File: src/common/optcfg_pkg.sv
// Constants and carriers for the configuration byte decoder
package optcfg_pkg;

  localparam logic [7:0]  ERASED_BYTE    = 8'hff;
  localparam logic [7:0]  ROM_BYTE0      = 8'he7;
  localparam logic [7:0]  ROM_BYTE1      = 8'he5;

  localparam int          B0_HALT_RST    = 7;
  localparam int          B0_WDG_TYPE    = 6;
  localparam int          B0_VD_LSB      = 3;
  localparam int          B0_PROTECT     = 0;
  localparam int          B1_PKG         = 7;
  localparam int          B1_RESET_CYCLE_SELECT        = 6;
  localparam int          B1_SRC_LSB     = 4;
  localparam int          B1_RANGE_LSB   = 1;
  localparam int          B1_PLL_OFF     = 0;

  localparam logic [1:0]  SRC_RESONATOR  = 2'h0;
  localparam logic [1:0]  SRC_INTERNAL   = 2'h2;
  localparam logic [1:0]  SRC_EXTERNAL   = 2'h3;
  localparam logic [2:0]  RANGE_MEDIUM   = 3'h1;
  localparam logic [1:0]  VD_OFF         = 2'h3;

  localparam logic [12:0] LONG_PHASE     = 13'h1000;
  localparam logic [12:0] SHORT_PHASE    = 13'h0100;

  localparam logic [7:0]  ADDR_CTRL      = 8'h00;
  localparam logic [7:0]  ADDR_STATUS    = 8'h04;
  localparam int          CTRL_WDG_EN    = 0;

  localparam logic [1:0]  PCMD_READ      = 2'h0;
  localparam logic [1:0]  PCMD_WRITE     = 2'h1;
  localparam logic [1:0]  PCMD_ERASE     = 2'h2;

  typedef struct packed {
    logic       valid;
    logic [1:0] cmd;
    logic       sel;
    logic [7:0] wdata;
  } prog_req_type;

  typedef struct packed {
    logic       halt_reset;
    logic       hw_watchdog;
    logic [1:0] vd_threshold;
    logic       lvd_en;
    logic       avd_en;
    logic       protect;
    logic       pkg44;
    logic       short_phase;
    logic [1:0] source;
    logic [2:0] range;
    logic       pll_en;
  } settings_type;

endpackage : optcfg_pkg

File: src/core/option_byte_config_decode.sv
// Configuration byte decoder with APB control and status
// Behaviour
// - Config bytes have no processor address; access only in programming mode.
// - Erased configuration bytes read as all ones, FFh.
// - Mask-programmed parts use fixed values; programming cannot change them.
// - Byte0 bit7 set: entering halt with watchdog running causes reset.
// - Byte0 bit6 clear: hardware watchdog always on; set: software enables it.
// - Byte0 bits4:3 pick detector threshold; 11 turns both detectors off.
// - Byte0 bit0 clear enables readout and write protection of program memory.
// - Erasing bytes while protected first wipes all user memory.
// - Byte1 bit7 selects 44-pin package when set, 32-pin when clear.
// - Unbonded pads leave reset as pulled-up inputs.
// - Byte1 bit6 selects 4096 or 256 reset-phase cycles, also after halt.
// - Byte1 bits5:4: resonator, reserved, internal RC, external clock.
// - Byte1 bits3:1 select resonator drive range 1-2 up to 8-16 MHz.
// - External clock forces the medium power 2-4 MHz range setting.
// - Parts ship configured for the internal RC clock source.
`timescale 1ns/1ns
module option_byte_config_decode #(
  parameter bit MASK_ROM = 1'b0
) (
  input  wire logic                     i_ref_clk,
  input  wire logic                     i_reset,
  input  wire logic                     psel,
  input  wire logic                     penable,
  input  wire logic                     pwrite,
  input  wire logic [7:0]               paddr,
  input  wire logic [31:0]              pwdata,
  output logic [31:0]                   prdata,
  output logic                          pready,
  output logic                          pslverr,
  input  wire logic [7:0]               i_opt_byte0,
  input  wire logic [7:0]               i_opt_byte1,
  input  wire logic                     i_prog_mode,
  input  wire optcfg_pkg::prog_req_type i_prog_req,
  input  wire logic                     i_user_erase_done,
  input  wire logic                     i_halt_enter,
  input  wire logic                     i_halt_exit,
  output logic                          o_prog_ack,
  output logic [7:0]                    o_prog_rdata,
  output logic                          o_nv_we,
  output logic                          o_nv_sel,
  output logic [7:0]                    o_nv_wdata,
  output logic                          o_user_erase,
  output optcfg_pkg::settings_type      o_settings,
  output logic                          o_watchdog_enable,
  output logic                          o_halt_reset,
  output logic                          o_reset_phase_active,
  output logic                          o_memory_protect,
  output logic                          o_unbonded_pullup
);

  // Hard-wired parts ignore the array contents entirely
  wire logic [7:0] byte0 = MASK_ROM ? optcfg_pkg::ROM_BYTE0 : i_opt_byte0;
  wire logic [7:0] byte1 = MASK_ROM ? optcfg_pkg::ROM_BYTE1 : i_opt_byte1;

  optcfg_pkg::settings_type decoded;

  option_field_decode u_decode (
    .i_byte0    (byte0),
    .i_byte1    (byte1),
    .o_settings (decoded)
  );

  option_prog_port #(
    .MASK_ROM (MASK_ROM)
  ) u_prog (
    .i_ref_clk         (i_ref_clk),
    .i_reset           (i_reset),
    .i_prog_mode       (i_prog_mode),
    .i_req             (i_prog_req),
    .i_byte0           (byte0),
    .i_byte1           (byte1),
    .i_user_erase_done (i_user_erase_done),
    .o_ack             (o_prog_ack),
    .o_rdata           (o_prog_rdata),
    .o_nv_we           (o_nv_we),
    .o_nv_sel          (o_nv_sel),
    .o_nv_wdata        (o_nv_wdata),
    .o_user_erase      (o_user_erase)
  );

  // Capture once after reset release; later programming waits for a reset
  logic captured;

  always_ff @(posedge i_ref_clk or posedge i_reset)
  begin
    if (i_reset)
      captured <= 1'b0;
    else
      captured <= 1'b1;
  end

  always_ff @(posedge i_ref_clk or posedge i_reset)
  begin
    if (i_reset)
      o_settings <= '0;
    else if (!captured)
      o_settings <= decoded;
  end

  // Settings used before capture come straight from the bytes
  wire optcfg_pkg::settings_type live = captured ? o_settings : decoded;

  always_ff @(posedge i_ref_clk or posedge i_reset)
  begin
    if (i_reset)
    begin
      o_memory_protect  <= 1'b0;
      o_unbonded_pullup <= 1'b1;
    end
    else
    begin
      o_memory_protect  <= live.protect;
      o_unbonded_pullup <= ~live.pkg44;
    end
  end

  // APB: one wait state so read data comes from a flop
  logic ctrl_wdg_en;

  wire logic        access    = psel && penable;
  wire logic        complete  = access && pready;
  wire logic        hit_ctrl  = (paddr == optcfg_pkg::ADDR_CTRL);
  wire logic        hit_stat  = (paddr == optcfg_pkg::ADDR_STATUS);
  wire logic        mapped    = hit_ctrl || hit_stat;
  wire logic        bad_write = pwrite && hit_stat;
  wire logic [31:0] ctrl_word = {31'h0, ctrl_wdg_en};
  wire logic [31:0] stat_word = {16'h0, o_reset_phase_active, o_settings};
  wire logic [31:0] read_word = hit_ctrl ? ctrl_word : (hit_stat ? stat_word : 32'h0);

  always_ff @(posedge i_ref_clk or posedge i_reset)
  begin
    if (i_reset)
    begin
      pready  <= 1'b0;
      prdata  <= 32'h0;
      pslverr <= 1'b0;
    end
    else if (access && !pready)
    begin
      pready  <= 1'b1;
      prdata  <= pwrite ? 32'h0 : read_word;
      pslverr <= !mapped || bad_write;
    end
    else
    begin
      pready  <= 1'b0;
      pslverr <= 1'b0;
    end
  end

  // Software enable is sticky; only reset turns the watchdog back off
  always_ff @(posedge i_ref_clk or posedge i_reset)
  begin
    if (i_reset)
      ctrl_wdg_en <= 1'b0;
    else if (complete && pwrite && hit_ctrl && pwdata[optcfg_pkg::CTRL_WDG_EN])
      ctrl_wdg_en <= 1'b1;
  end

  wire logic wdg_active = live.hw_watchdog || ctrl_wdg_en;

  always_ff @(posedge i_ref_clk or posedge i_reset)
  begin
    if (i_reset)
    begin
      o_watchdog_enable <= 1'b0;
      o_halt_reset      <= 1'b0;
    end
    else
    begin
      o_watchdog_enable <= wdg_active;
      o_halt_reset      <= i_halt_enter && wdg_active && live.halt_reset;
    end
  end

  // Reset phase counter, restarted on halt exit
  logic [12:0] phase_cnt;

  wire logic [12:0] phase_len  = live.short_phase ? optcfg_pkg::SHORT_PHASE
                                                  : optcfg_pkg::LONG_PHASE;
  wire logic        phase_last = (phase_cnt == phase_len - 13'h0001);

  always_ff @(posedge i_ref_clk or posedge i_reset)
  begin
    if (i_reset)
    begin
      phase_cnt            <= 13'h0000;
      o_reset_phase_active <= 1'b1;
    end
    else if (i_halt_exit && !o_reset_phase_active)
    begin
      phase_cnt            <= 13'h0000;
      o_reset_phase_active <= 1'b1;
    end
    else if (o_reset_phase_active)
    begin
      phase_cnt            <= phase_last ? 13'h0000 : phase_cnt + 13'h0001;
      o_reset_phase_active <= !phase_last;
    end
  end

  // Helper for checking phase length
  logic [12:0] phase_seen;

  always_ff @(posedge i_ref_clk or posedge i_reset)
  begin
    if (i_reset)
      phase_seen <= 13'h0001;
    // Restart at one so a halt-exit phase counts like the reset phase
    else if (!o_reset_phase_active)
      phase_seen <= 13'h0001;
    else
      phase_seen <= phase_seen + 13'h0001;
  end

  a_halt_reset_fire: assert property (@(posedge i_ref_clk) disable iff (i_reset)
    (captured && i_halt_enter && wdg_active && o_settings.halt_reset) |=> o_halt_reset)
    else $error("Halt with watchdog did not reset");
  a_halt_reset_quiet: assert property (@(posedge i_ref_clk) disable iff (i_reset)
    (captured && !o_settings.halt_reset) |=> !o_halt_reset)
    else $error("Halt reset without option");
  a_hw_watchdog_on: assert property (@(posedge i_ref_clk) disable iff (i_reset)
    (captured && o_settings.hw_watchdog) |=> o_watchdog_enable)
    else $error("Hardware watchdog not enabled");
  a_detector_off: assert property (@(posedge i_ref_clk) disable iff (i_reset)
    (captured && o_settings.vd_threshold == 2'h3) |-> (!o_settings.lvd_en && !o_settings.avd_en))
    else $error("Detectors left on with threshold off");
  a_ext_medium_range: assert property (@(posedge i_ref_clk) disable iff (i_reset)
    (captured && o_settings.source == 2'h3) |-> (o_settings.range == 3'h1))
    else $error("External clock without medium range");
  a_settings_hold: assert property (@(posedge i_ref_clk) disable iff (i_reset)
    captured |=> $stable(o_settings))
    else $error("Settings changed after capture");
  a_phase_length: assert property (@(posedge i_ref_clk) disable iff (i_reset)
    $fell(o_reset_phase_active) |->
      ($past(phase_seen) == (o_settings.short_phase ? 13'h0100 : 13'h1000)))
    else $error("Reset phase length wrong");
  a_protect_follow: assert property (@(posedge i_ref_clk) disable iff (i_reset)
    captured |=> (o_memory_protect == o_settings.protect))
    else $error("Protection output does not follow option");
  a_apb_one_wait: assert property (@(posedge i_ref_clk) disable iff (i_reset)
    (access && !pready) |=> (pready ##1 !pready))
    else $error("APB answer timing wrong");

endmodule : option_byte_config_decode

File: src/core/option_field_decode.sv
// Field decoder from the two configuration bytes to settings
`timescale 1ns/1ns
module option_field_decode (
  input  wire logic [7:0]                 i_byte0,
  input  wire logic [7:0]                 i_byte1,
  output optcfg_pkg::settings_type        o_settings
);

  wire logic [1:0] vd  = i_byte0[optcfg_pkg::B0_VD_LSB +: 2];
  wire logic [1:0] src = i_byte1[optcfg_pkg::B1_SRC_LSB +: 2];
  wire logic       ext = (src == optcfg_pkg::SRC_EXTERNAL);

  assign o_settings.halt_reset   = i_byte0[optcfg_pkg::B0_HALT_RST];
  assign o_settings.hw_watchdog  = ~i_byte0[optcfg_pkg::B0_WDG_TYPE];
  assign o_settings.vd_threshold = vd;
  assign o_settings.lvd_en       = (vd != optcfg_pkg::VD_OFF);
  assign o_settings.avd_en       = (vd != optcfg_pkg::VD_OFF);
  assign o_settings.protect      = ~i_byte0[optcfg_pkg::B0_PROTECT];
  assign o_settings.pkg44        = i_byte1[optcfg_pkg::B1_PKG];
  assign o_settings.short_phase  = i_byte1[optcfg_pkg::B1_RESET_CYCLE_SELECT];
  assign o_settings.source       = src;
  // External clock forces medium drive whatever the field holds
  assign o_settings.range        = ext ? optcfg_pkg::RANGE_MEDIUM
                                       : i_byte1[optcfg_pkg::B1_RANGE_LSB +: 3];
  assign o_settings.pll_en       = ~i_byte1[optcfg_pkg::B1_PLL_OFF];

endmodule : option_field_decode

File: src/core/option_prog_port.sv
// Programming-mode access port for the configuration bytes
`timescale 1ns/1ns
module option_prog_port #(
  parameter bit MASK_ROM = 1'b0
) (
  input  wire logic                     i_ref_clk,
  input  wire logic                     i_reset,
  input  wire logic                     i_prog_mode,
  input  wire optcfg_pkg::prog_req_type i_req,
  input  wire logic [7:0]               i_byte0,
  input  wire logic [7:0]               i_byte1,
  input  wire logic                     i_user_erase_done,
  output logic                          o_ack,
  output logic [7:0]                    o_rdata,
  output logic                          o_nv_we,
  output logic                          o_nv_sel,
  output logic [7:0]                    o_nv_wdata,
  output logic                          o_user_erase
);

  typedef enum logic [1:0] {ST_IDLE, ST_WIPE, ST_CLR0, ST_CLR1} state_type;
  state_type state;

  wire logic take      = i_prog_mode && i_req.valid && (state == ST_IDLE);
  wire logic is_write  = take && (i_req.cmd == optcfg_pkg::PCMD_WRITE);
  wire logic is_erase  = take && (i_req.cmd == optcfg_pkg::PCMD_ERASE);
  wire logic protected_now = ~i_byte0[optcfg_pkg::B0_PROTECT];

  always_ff @(posedge i_ref_clk or posedge i_reset)
  begin
    if (i_reset)
    begin
      state        <= ST_IDLE;
      o_ack        <= 1'b0;
      o_rdata      <= 8'h00;
      o_nv_we      <= 1'b0;
      o_nv_sel     <= 1'b0;
      o_nv_wdata   <= 8'h00;
      o_user_erase <= 1'b0;
    end
    else
    begin
      o_ack        <= 1'b0;
      o_nv_we      <= 1'b0;
      o_user_erase <= 1'b0;
      case (state)
        ST_IDLE:
        begin
          if (take && i_req.cmd == optcfg_pkg::PCMD_READ)
          begin
            o_ack   <= 1'b1;
            o_rdata <= i_req.sel ? i_byte1 : i_byte0;
          end
          // Hard-wired parts accept the command but change nothing
          else if (MASK_ROM && (is_write || is_erase))
            o_ack <= 1'b1;
          else if (is_write)
          begin
            o_ack      <= 1'b1;
            o_nv_we    <= 1'b1;
            o_nv_sel   <= i_req.sel;
            o_nv_wdata <= i_req.wdata;
          end
          else if (is_erase && protected_now)
          begin
            o_user_erase <= 1'b1;
            state        <= ST_WIPE;
          end
          else if (is_erase)
            state <= ST_CLR0;
        end
        ST_WIPE:
          if (i_user_erase_done)
            state <= ST_CLR0;
        ST_CLR0:
        begin
          o_nv_we    <= 1'b1;
          o_nv_sel   <= 1'b0;
          o_nv_wdata <= optcfg_pkg::ERASED_BYTE;
          state      <= ST_CLR1;
        end
        ST_CLR1:
        begin
          o_nv_we    <= 1'b1;
          o_nv_sel   <= 1'b1;
          o_nv_wdata <= optcfg_pkg::ERASED_BYTE;
          o_ack      <= 1'b1;
          state      <= ST_IDLE;
        end
        default:
          state <= ST_IDLE;
      endcase
    end
  end

  a_prog_mode_gate: assert property (@(posedge i_ref_clk) disable iff (i_reset)
    (!i_prog_mode && state == ST_IDLE) |=> (!o_ack && !o_nv_we))
    else $error("Config bytes touched outside programming mode");
  a_wipe_before_clear: assert property (@(posedge i_ref_clk) disable iff (i_reset)
    (is_erase && protected_now && !MASK_ROM) |=> (o_user_erase && !o_nv_we)
      ##1 (state == ST_WIPE || state == ST_CLR0))
    else $error("Protected erase skipped user memory wipe");
  a_erase_ones: assert property (@(posedge i_ref_clk) disable iff (i_reset)
    (state == ST_CLR1) |=> (o_nv_we && o_nv_wdata == 8'hff && o_ack))
    else $error("Erase did not write all ones");
  a_rom_locked: assert property (@(posedge i_ref_clk) disable iff (i_reset)
    MASK_ROM |-> !o_nv_we)
    else $error("Hard-wired option changed");

endmodule : option_prog_port

File: config.mk
export PLATFORM = sky130hd
export DESIGN_NAME = option_byte_config_decode
export DESIGN_NICKNAME = d
export VERILOG_FILES = /design/src/common/optcfg_pkg.sv /design/src/core/option_byte_config_decode.sv /design/src/core/option_field_decode.sv /design/src/core/option_prog_port.sv
export SDC_FILE = /design/constraint.sdc
export NUM_CORES = 1
export LEC_CHECK = 0
export ABC_AREA = 1
export BUFFER_PORTS_ARGS = -buffer_cell sky130_fd_sc_hd__clkbuf_2
export CAP_MARGIN = 25
export CORE_MARGIN = 3
export CORE_UTILIZATION = 45
export DETAILED_ROUTE_END_ITERATION = 8
export PLACE_DENSITY = 0.76
export RECOVER_POWER = 25
export SYNTH_ARGS = -nofsm -noshare
export SYNTH_HDL_FRONTEND = slang
export SYNTH_SLANG_ARGS = --single-unit
File: constraint.sdc
create_clock -name i_ref_clk -period 6.8 [get_ports i_ref_clk]
set_input_delay 1.02 -clock i_ref_clk [delete_from_list [all_inputs] [get_ports i_ref_clk]]
set_output_delay 1.02 -clock i_ref_clk [all_outputs]
set_load 0.01 [all_outputs]
==> impl_metrics.yaml, run 1 <==
timing:
  max_slew_margin_pct: 39.4
  finalCritPeriodShare_pct: 31.8
  clock.fmax_mhz: 463
  setup_viol: 0
  tns_ns: 0
  hold_viol: 0
  period_minus_slack_ns: 2.16
  rsz0062_at_grt: "false"
  holdWs_ns: 0.486
  fin_worst_skew_ns: 0.0112
  worst_slew_pin_slew_ns: 0.905
  slew_viol_final: 0
cts:
  cts_htree_levels: 3
  cts_tree: "done"
  holdBufCountCts: 0
  cts_made_buffers: 9
  clk_pin_slew_ns: 0.08
  post_cts_resized: 0
  clockBufferDepth: 2
  clk_latency_ns: 0.34
  post_cts_buffers: 0
  cts_root_buf: "clkbuf_8"
  clock_sinks: 72
setup_path:
  path_max_fanout: 21
  crit_type: "in -> reg"
  startpoint_type: "input pin"
  critPathCaptureType: "flip-flop"
  cpPeakStageDelay_ns: 0.52
  crit_chain: "clkbuf_2 -> nand3_1 -> inv_1 -> nand2_1 -> o21ai_0"
  r2r_setup_slack_ns: 4.93
  reg2reg_depth: 9
  cp_slowest_cell: "inv_1"
  reg2reg_to: "u_prog.o_nv_wdata[2]$_DFFE_PP0P_"
  arrival_ns: 2.43
  r2r-start: "u_prog.state[0]$_DFFE_PP0P_"
  crit_required_ns: 7.06
synthesis:
  yosysTopAreaCell: "dfrtp_1"
  synth_seq_cells: 72
  synth_top_area_share_pct: 49.4
  syn_avg_cell_area_um2: 8.23
  ys_seq_area_share_pct: 50.8
  yosysWarnings: 0
  synthesis.area_mm2: 0.00355
  synth.top_cells.by_count: "nand2_1 (135), dfrtp_1 (70), inv_1 (42)"
  ys_async_sr_fraction_pct: 100
  synthCells: 431
  synth_top_cells_by_area: "dfrtp_1 (49%), nand2_1 (14%), inv_1 (4.4%)"
  post_synth_num_cell_types: 29
  synthFlopType: "dfrtp_1"
  synth.most_common_cell: "nand2_1"
  synth_edf_count: 0
detailed_routing:
  ant_nets: 0
  routed_via_density: 4.75
  dr.pass1.iters: 4
  num_vias: 3015
  routed_wl_um: 7890
  drc: 0
  drt_first_iter_violations: 123
  wl_per_cell_um: 12.4
min_path:
  worst_hold_path_type: "reg -> reg"
  min_from: "u_prog.o_nv_wdata[3]$_DFFE_PP0P_"
  holdPathStages: 2
  whs_endpoint: "u_prog.o_nv_wdata[3]$_DFFE_PP0P_"
grt:
  grt_max_degree: 73
  grt_usage_pct: 18.4
  met3_usage_pct: 4.30
  overflow: 0
  busiest_layer: "met2"
  grt_util_met2_pct: 30.5
  grt_pass1_wl_um: 13000
  antenna_found_initial: 0
  use_met1_pct: 22.6
  grt_pass1_vias: 2804
pwr:
  ir_worst_vdd_v: 0.000122
  total_power_mw: 1.37
  power_density_mw_per_mm2: 321
  leakage_nw: 2.29
floorplanning:
  num_rows: 31
  dieArea_mm2: 0.00899
  die_x_um: 94.8
  start_util_pct: 47.6
  core_area_mm2: 0.00745
  die-height_um: 94.8
  ios: 151
final_layout:
  nets: 614
  drive_gt1_share_pct: 26.5
  final_util_pct: 57.2
  syn_to_final_growth_pct: 20.0
  layout.cells.non_filler: 635
  diodes: 0
run_status:
  status: "finished, final reports clean"
placement:
  hpwl_um: 5970
  dp.cells: 619
  io_buffer_count: 103
  finalWeightedCongestion: 0.849
job:
  maxCapViolCount: 0
==> logic make-up after synthesis <==
logic type      after synthesis  share of synthesized area [%]
fa+ha+maj                     6                           2.12
xor+xnor                      7                           1.73
buf+inv                      74                           10.6
simple gates                210                           24.3
other cells                   2                          0.212
flops                        72                           50.8
mux                           3                          0.846
compound gates               57                           9.31
==> metrics by stage <==
| stage | setup slack, ns | instance area (um^2) |
|---|---|---|
| after global routing | 4.42 | 4260 |
| after detailed placement | 4.23 | 4040 |
| after CTS | 4.59 | 4260 |
| final | 4.64 | 4260 |
| after floorplan | 3.96 | 3600 |
| after global placement | 4.32 | 4040 |
==> routing by layer <==
metal	share of wire, %	vias to the layer above
met5	0	-
met4	3.2	0
met3	6.4	25
met2	49	101
met1	42	1375
li1	-	1514
==> worst max-delay path by stage <==
stage / start / endpoint
global placement: penable / prdata[6]$_DFFE_PP0P_
detailed placement: penable / prdata[8]$_DFFE_PP0P_
global route: penable / prdata[2]$_DFFE_PP0P_
floorplan: i_reset / captured$_DFF_PP0_
finish: penable / prdata[8]$_DFFE_PP0P_
CTS: penable / prdata[8]$_DFFE_PP0P_
==> cell type report <==
cell class / instances / area, um^2
well taps: 99 / 124
multi-input cells: 300 / 1420
flip-flops and latches: 72 / 1800
clock buffers: 10 / 128
repair buffers: 104 / 523
clock inverters: 6 / 92.6
inverters: 44 / 165
fillers: 676 / 3190
==> worst max-delay path, delay by kind of cell <==
family                 cells  cell delay, ns
buffers and inverters      2            0.63
AND/OR/NAND/NOR            2            0.59
AO/OA/AOI/OAI              1            0.18
==> power by group <==
group	switching, mW	internal, mW	total, mW	leakage (nW)
logic	0.256	0.157	0.413	1.29
clock network	0.163	0.209	0.372	0.103
registers	0.0622	0.520	0.582	0.898
==> flip-flops by register name (all words and copies together) (netlist names), 2 cells and up <==
| register | count |
|---|---|
| prdata | 15 |
| o_settings | 13 |
| u_prog.o_rdata | 8 |
| u_prog.state | 2 |
| phase_cnt | 13 |
| u_prog.o_nv_wdata | 8 |
==> cell usage in the layout (no fill, tap or decap), drive strengths merged <==
cell type,netlist,layout
nand3,19,19
bufinv,0,2
clkinvlp,0,2
nor2,46,46
dfstp,2,2
a31oi,1,1
nand2,138,138
mux2i,3,3
clkbuf,5,113
a21oi,15,15
inv,44,45
o21ai,40,40
nand4,3,3
clkinv,0,1
xor2,5,5
nor3,1,1
conb,2,17
xnor2,2,2
o211ai,1,1
dfrtp,70,70
nor3b,1,1
ha,6,6
buf,25,1
or2,2,2
No activity file was read; power rests on OpenSTA's default activity.
==> run 2: changes to the inputs <==
==> constraint.sdc (replaced) <==
create_clock -name i_ref_clk -period 2.1 [get_ports i_ref_clk]
set_input_delay 0.315 -clock i_ref_clk [delete_from_list [all_inputs] [get_ports i_ref_clk]]
set_output_delay 0.315 -clock i_ref_clk [all_outputs]
set_load 0.01 [all_outputs]
==> run 2 against run 1 <==
Against the previous run: final cell count grew 0.63%; critical path depth rose by 4; worst setup slack got worse by 4.4 ns; global-route usage is 0.12 points higher; non-clock buffer count rose by 4; routed wire length is 0.57% lower; clock skew shrank 0.0038 ns; utilization fell by 0.10 points; clock power grew to 2.7 times the previous value; die area unchanged; first-iteration DRC count fell by 22%; power rose to 3.1 times the previous value; largest cell class unchanged.
==> impl_metrics.yaml, run 2 (synthesis results as in run 1) <==
final_layout:
  drive_gt1_share_pct: 28.0
  diodes: 0
  largest_reg_flops: 15
  largest_registers: "prdata x15, o_settings x13, phase_cnt x13"
  regMostFlops: "prdata"
  final_util_pct: 57.1
  final_common_cell: "nand2_1"
  nets: 618
  layout_common_cells: "nand2_1 (135), clkbuf_2 (104), dfrtp_1 (70)"
  syn_to_final_growth_pct: 19.7
pwr:
  ir_worst_vdd_v: 0.000562
  power_density_mw_per_mm2: 995
  leakage_nw: 2.28
  total_power_mw: 4.23
  switching_share_pct: 37.1
  clock_power_share_pct: 23.5
  power_switching_mw: 1.57
  p_seq_share_pct: 44.5
  p_int_mw: 2.66
  comb_power_share_pct: 32.0
timing:
  clock.fmax_mhz: 541
  finalCritPeriodShare_pct: 88.1
  fin_ws_ns: 0.251
  max_slew_margin_pct: 29.9
  tns_ns: 0
  rsz0062_at_grt: "false"
  slew_viol_final: 0
  hold_viol: 0
  fin_worst_skew_ns: 0.00746
  worst_slew_pin_slew_ns: 1.05
  setup_viol: 0
  holdWs_ns: 0.142
  period_minus_slack_ns: 1.85
setup_path:
  cp-startpoint: "u_prog.state[0]$_DFFE_PP0P_"
  arrival_ns: 2.06
  crit_type: "reg -> reg"
  path_max_fanout: 18
  critPathCaptureType: "flip-flop"
  startpoint_type: "flip-flop"
  r2r-start: "u_prog.state[0]$_DFFE_PP0P_"
  crit_required_ns: 2.31
grt:
  grt_pass1_wl_um: 13100
  grt_max_degree: 32
  antenna_found_initial: 0
  grt_pass1_vias: 2866
  overflow: 0
  grt_usage_pct: 18.5
job:
  maxCapViolCount: 0
cts:
  post_cts_buffers: 0
  post_cts_resized: 0
  holdBufCountCts: 0
  clk_pin_slew_ns: 0.08
  cts_root_buf: "clkbuf_8"
  clk_latency_ns: 0.33
  clock_sinks: 72
  cts_tree: "done"
  clockBufferDepth: 2
  cts_made_buffers: 9
  cts_htree_levels: 3
detailed_routing:
  ant_nets: 0
  wl_per_cell_um: 12.3
  dr.pass1.iters: 4
  routed_wl_um: 7850
  drt_first_iter_violations: 96
  routed_via_density: 4.69
  num_vias: 2998
  drc: 0
floorplanning:
  start_util_pct: 47.6
  dieArea_mm2: 0.00899
  die_x_um: 94.8
  die-height_um: 94.8
  ios: 151
  core_area_mm2: 0.00745
  num_rows: 31
placement:
  finalWeightedCongestion: 0.832
  hpwl_um: 6040
  preCtsSetupSlack_ns: 0.253
  io_buffer_count: 103
min_path:
  worst_hold_path_type: "in -> async"
run_status:
  status: "finished, final reports clean"
## run 2: layout make-up
class / instances / area (um^2)
clock buffers: 10 / 138
clock inverters: 6 / 43.8
fillers: 692 / 3200
inverters: 44 / 166
multi-input cells: 300 / 1420
flip-flops and latches: 72 / 1800
well taps: 99 / 124
repair buffers: 108 / 551
## run 2: worst paths after layout
| kind | endpoint | slack (ns) | cells after the start |
|---|---|---|---|
| min in group i_ref_clk | o_settings[0]$_DFFE_PP0N_ | 0.17 | 2 |
| hold reg to reg | u_prog.o_nv_wdata[7]$_DFFE_PP0P_ | 0.49 | 2 |
| setup reg to reg | u_prog.o_nv_wdata[4]$_DFFE_PP0P_ | 0.25 | 9 |
| setup / recovery | u_prog.o_nv_wdata[4]$_DFFE_PP0P_ | 0.25 | 9 |
| hold / removal | prdata[4]$_DFFE_PP0P_ | 0.14 | 2 |
| max in group asynchronous | phase_cnt[1]$_DFFE_PP0P_ | 0.71 | 3 |
## run 2: per-layer routing
layer  vias to the layer above  wire [um]  track usage (%)
met5                         -          0                0
met4                         0         97             5.65
met3                         8        375             4.06
met2                        75       3940             31.5
met1                      1395       3440             23.7
li1                       1520          -                -
## run 2: critical path: stages, from the launching register on
cell and delay, ns:
dfrtp_1 0.43, inv_1 0.14, ha_1 0.24, inv_2 0.06, nor2_2 0.15, nand3_1 0.13
nand2_1 0.10, nand2_2 0.25, nand2_1 0.16, o21ai_2 0.06
## run 2: stage by stage
stage	instance area (um^2)	cells
3_3_place_gp	4090	623
6_report	4250	639
5_1_grt	4250	639
3_5_place_dp	4090	623
2_1_floorplan	3610	446
4_1_cts	4270	639
## run 2: power by group through the flow
stage | sequential, mW | combinational, mW | clock (mW)
floorplan | 1.99 | 0.861 | 0
finish | 1.88 | 1.35 | 0.992
CTS | 1.88 | 1.38 | 1.02
detailed placement | 1.91 | 1.37 | 0
global placement | 1.90 | 1.32 | 0
global route | 1.92 | 1.53 | 1.10
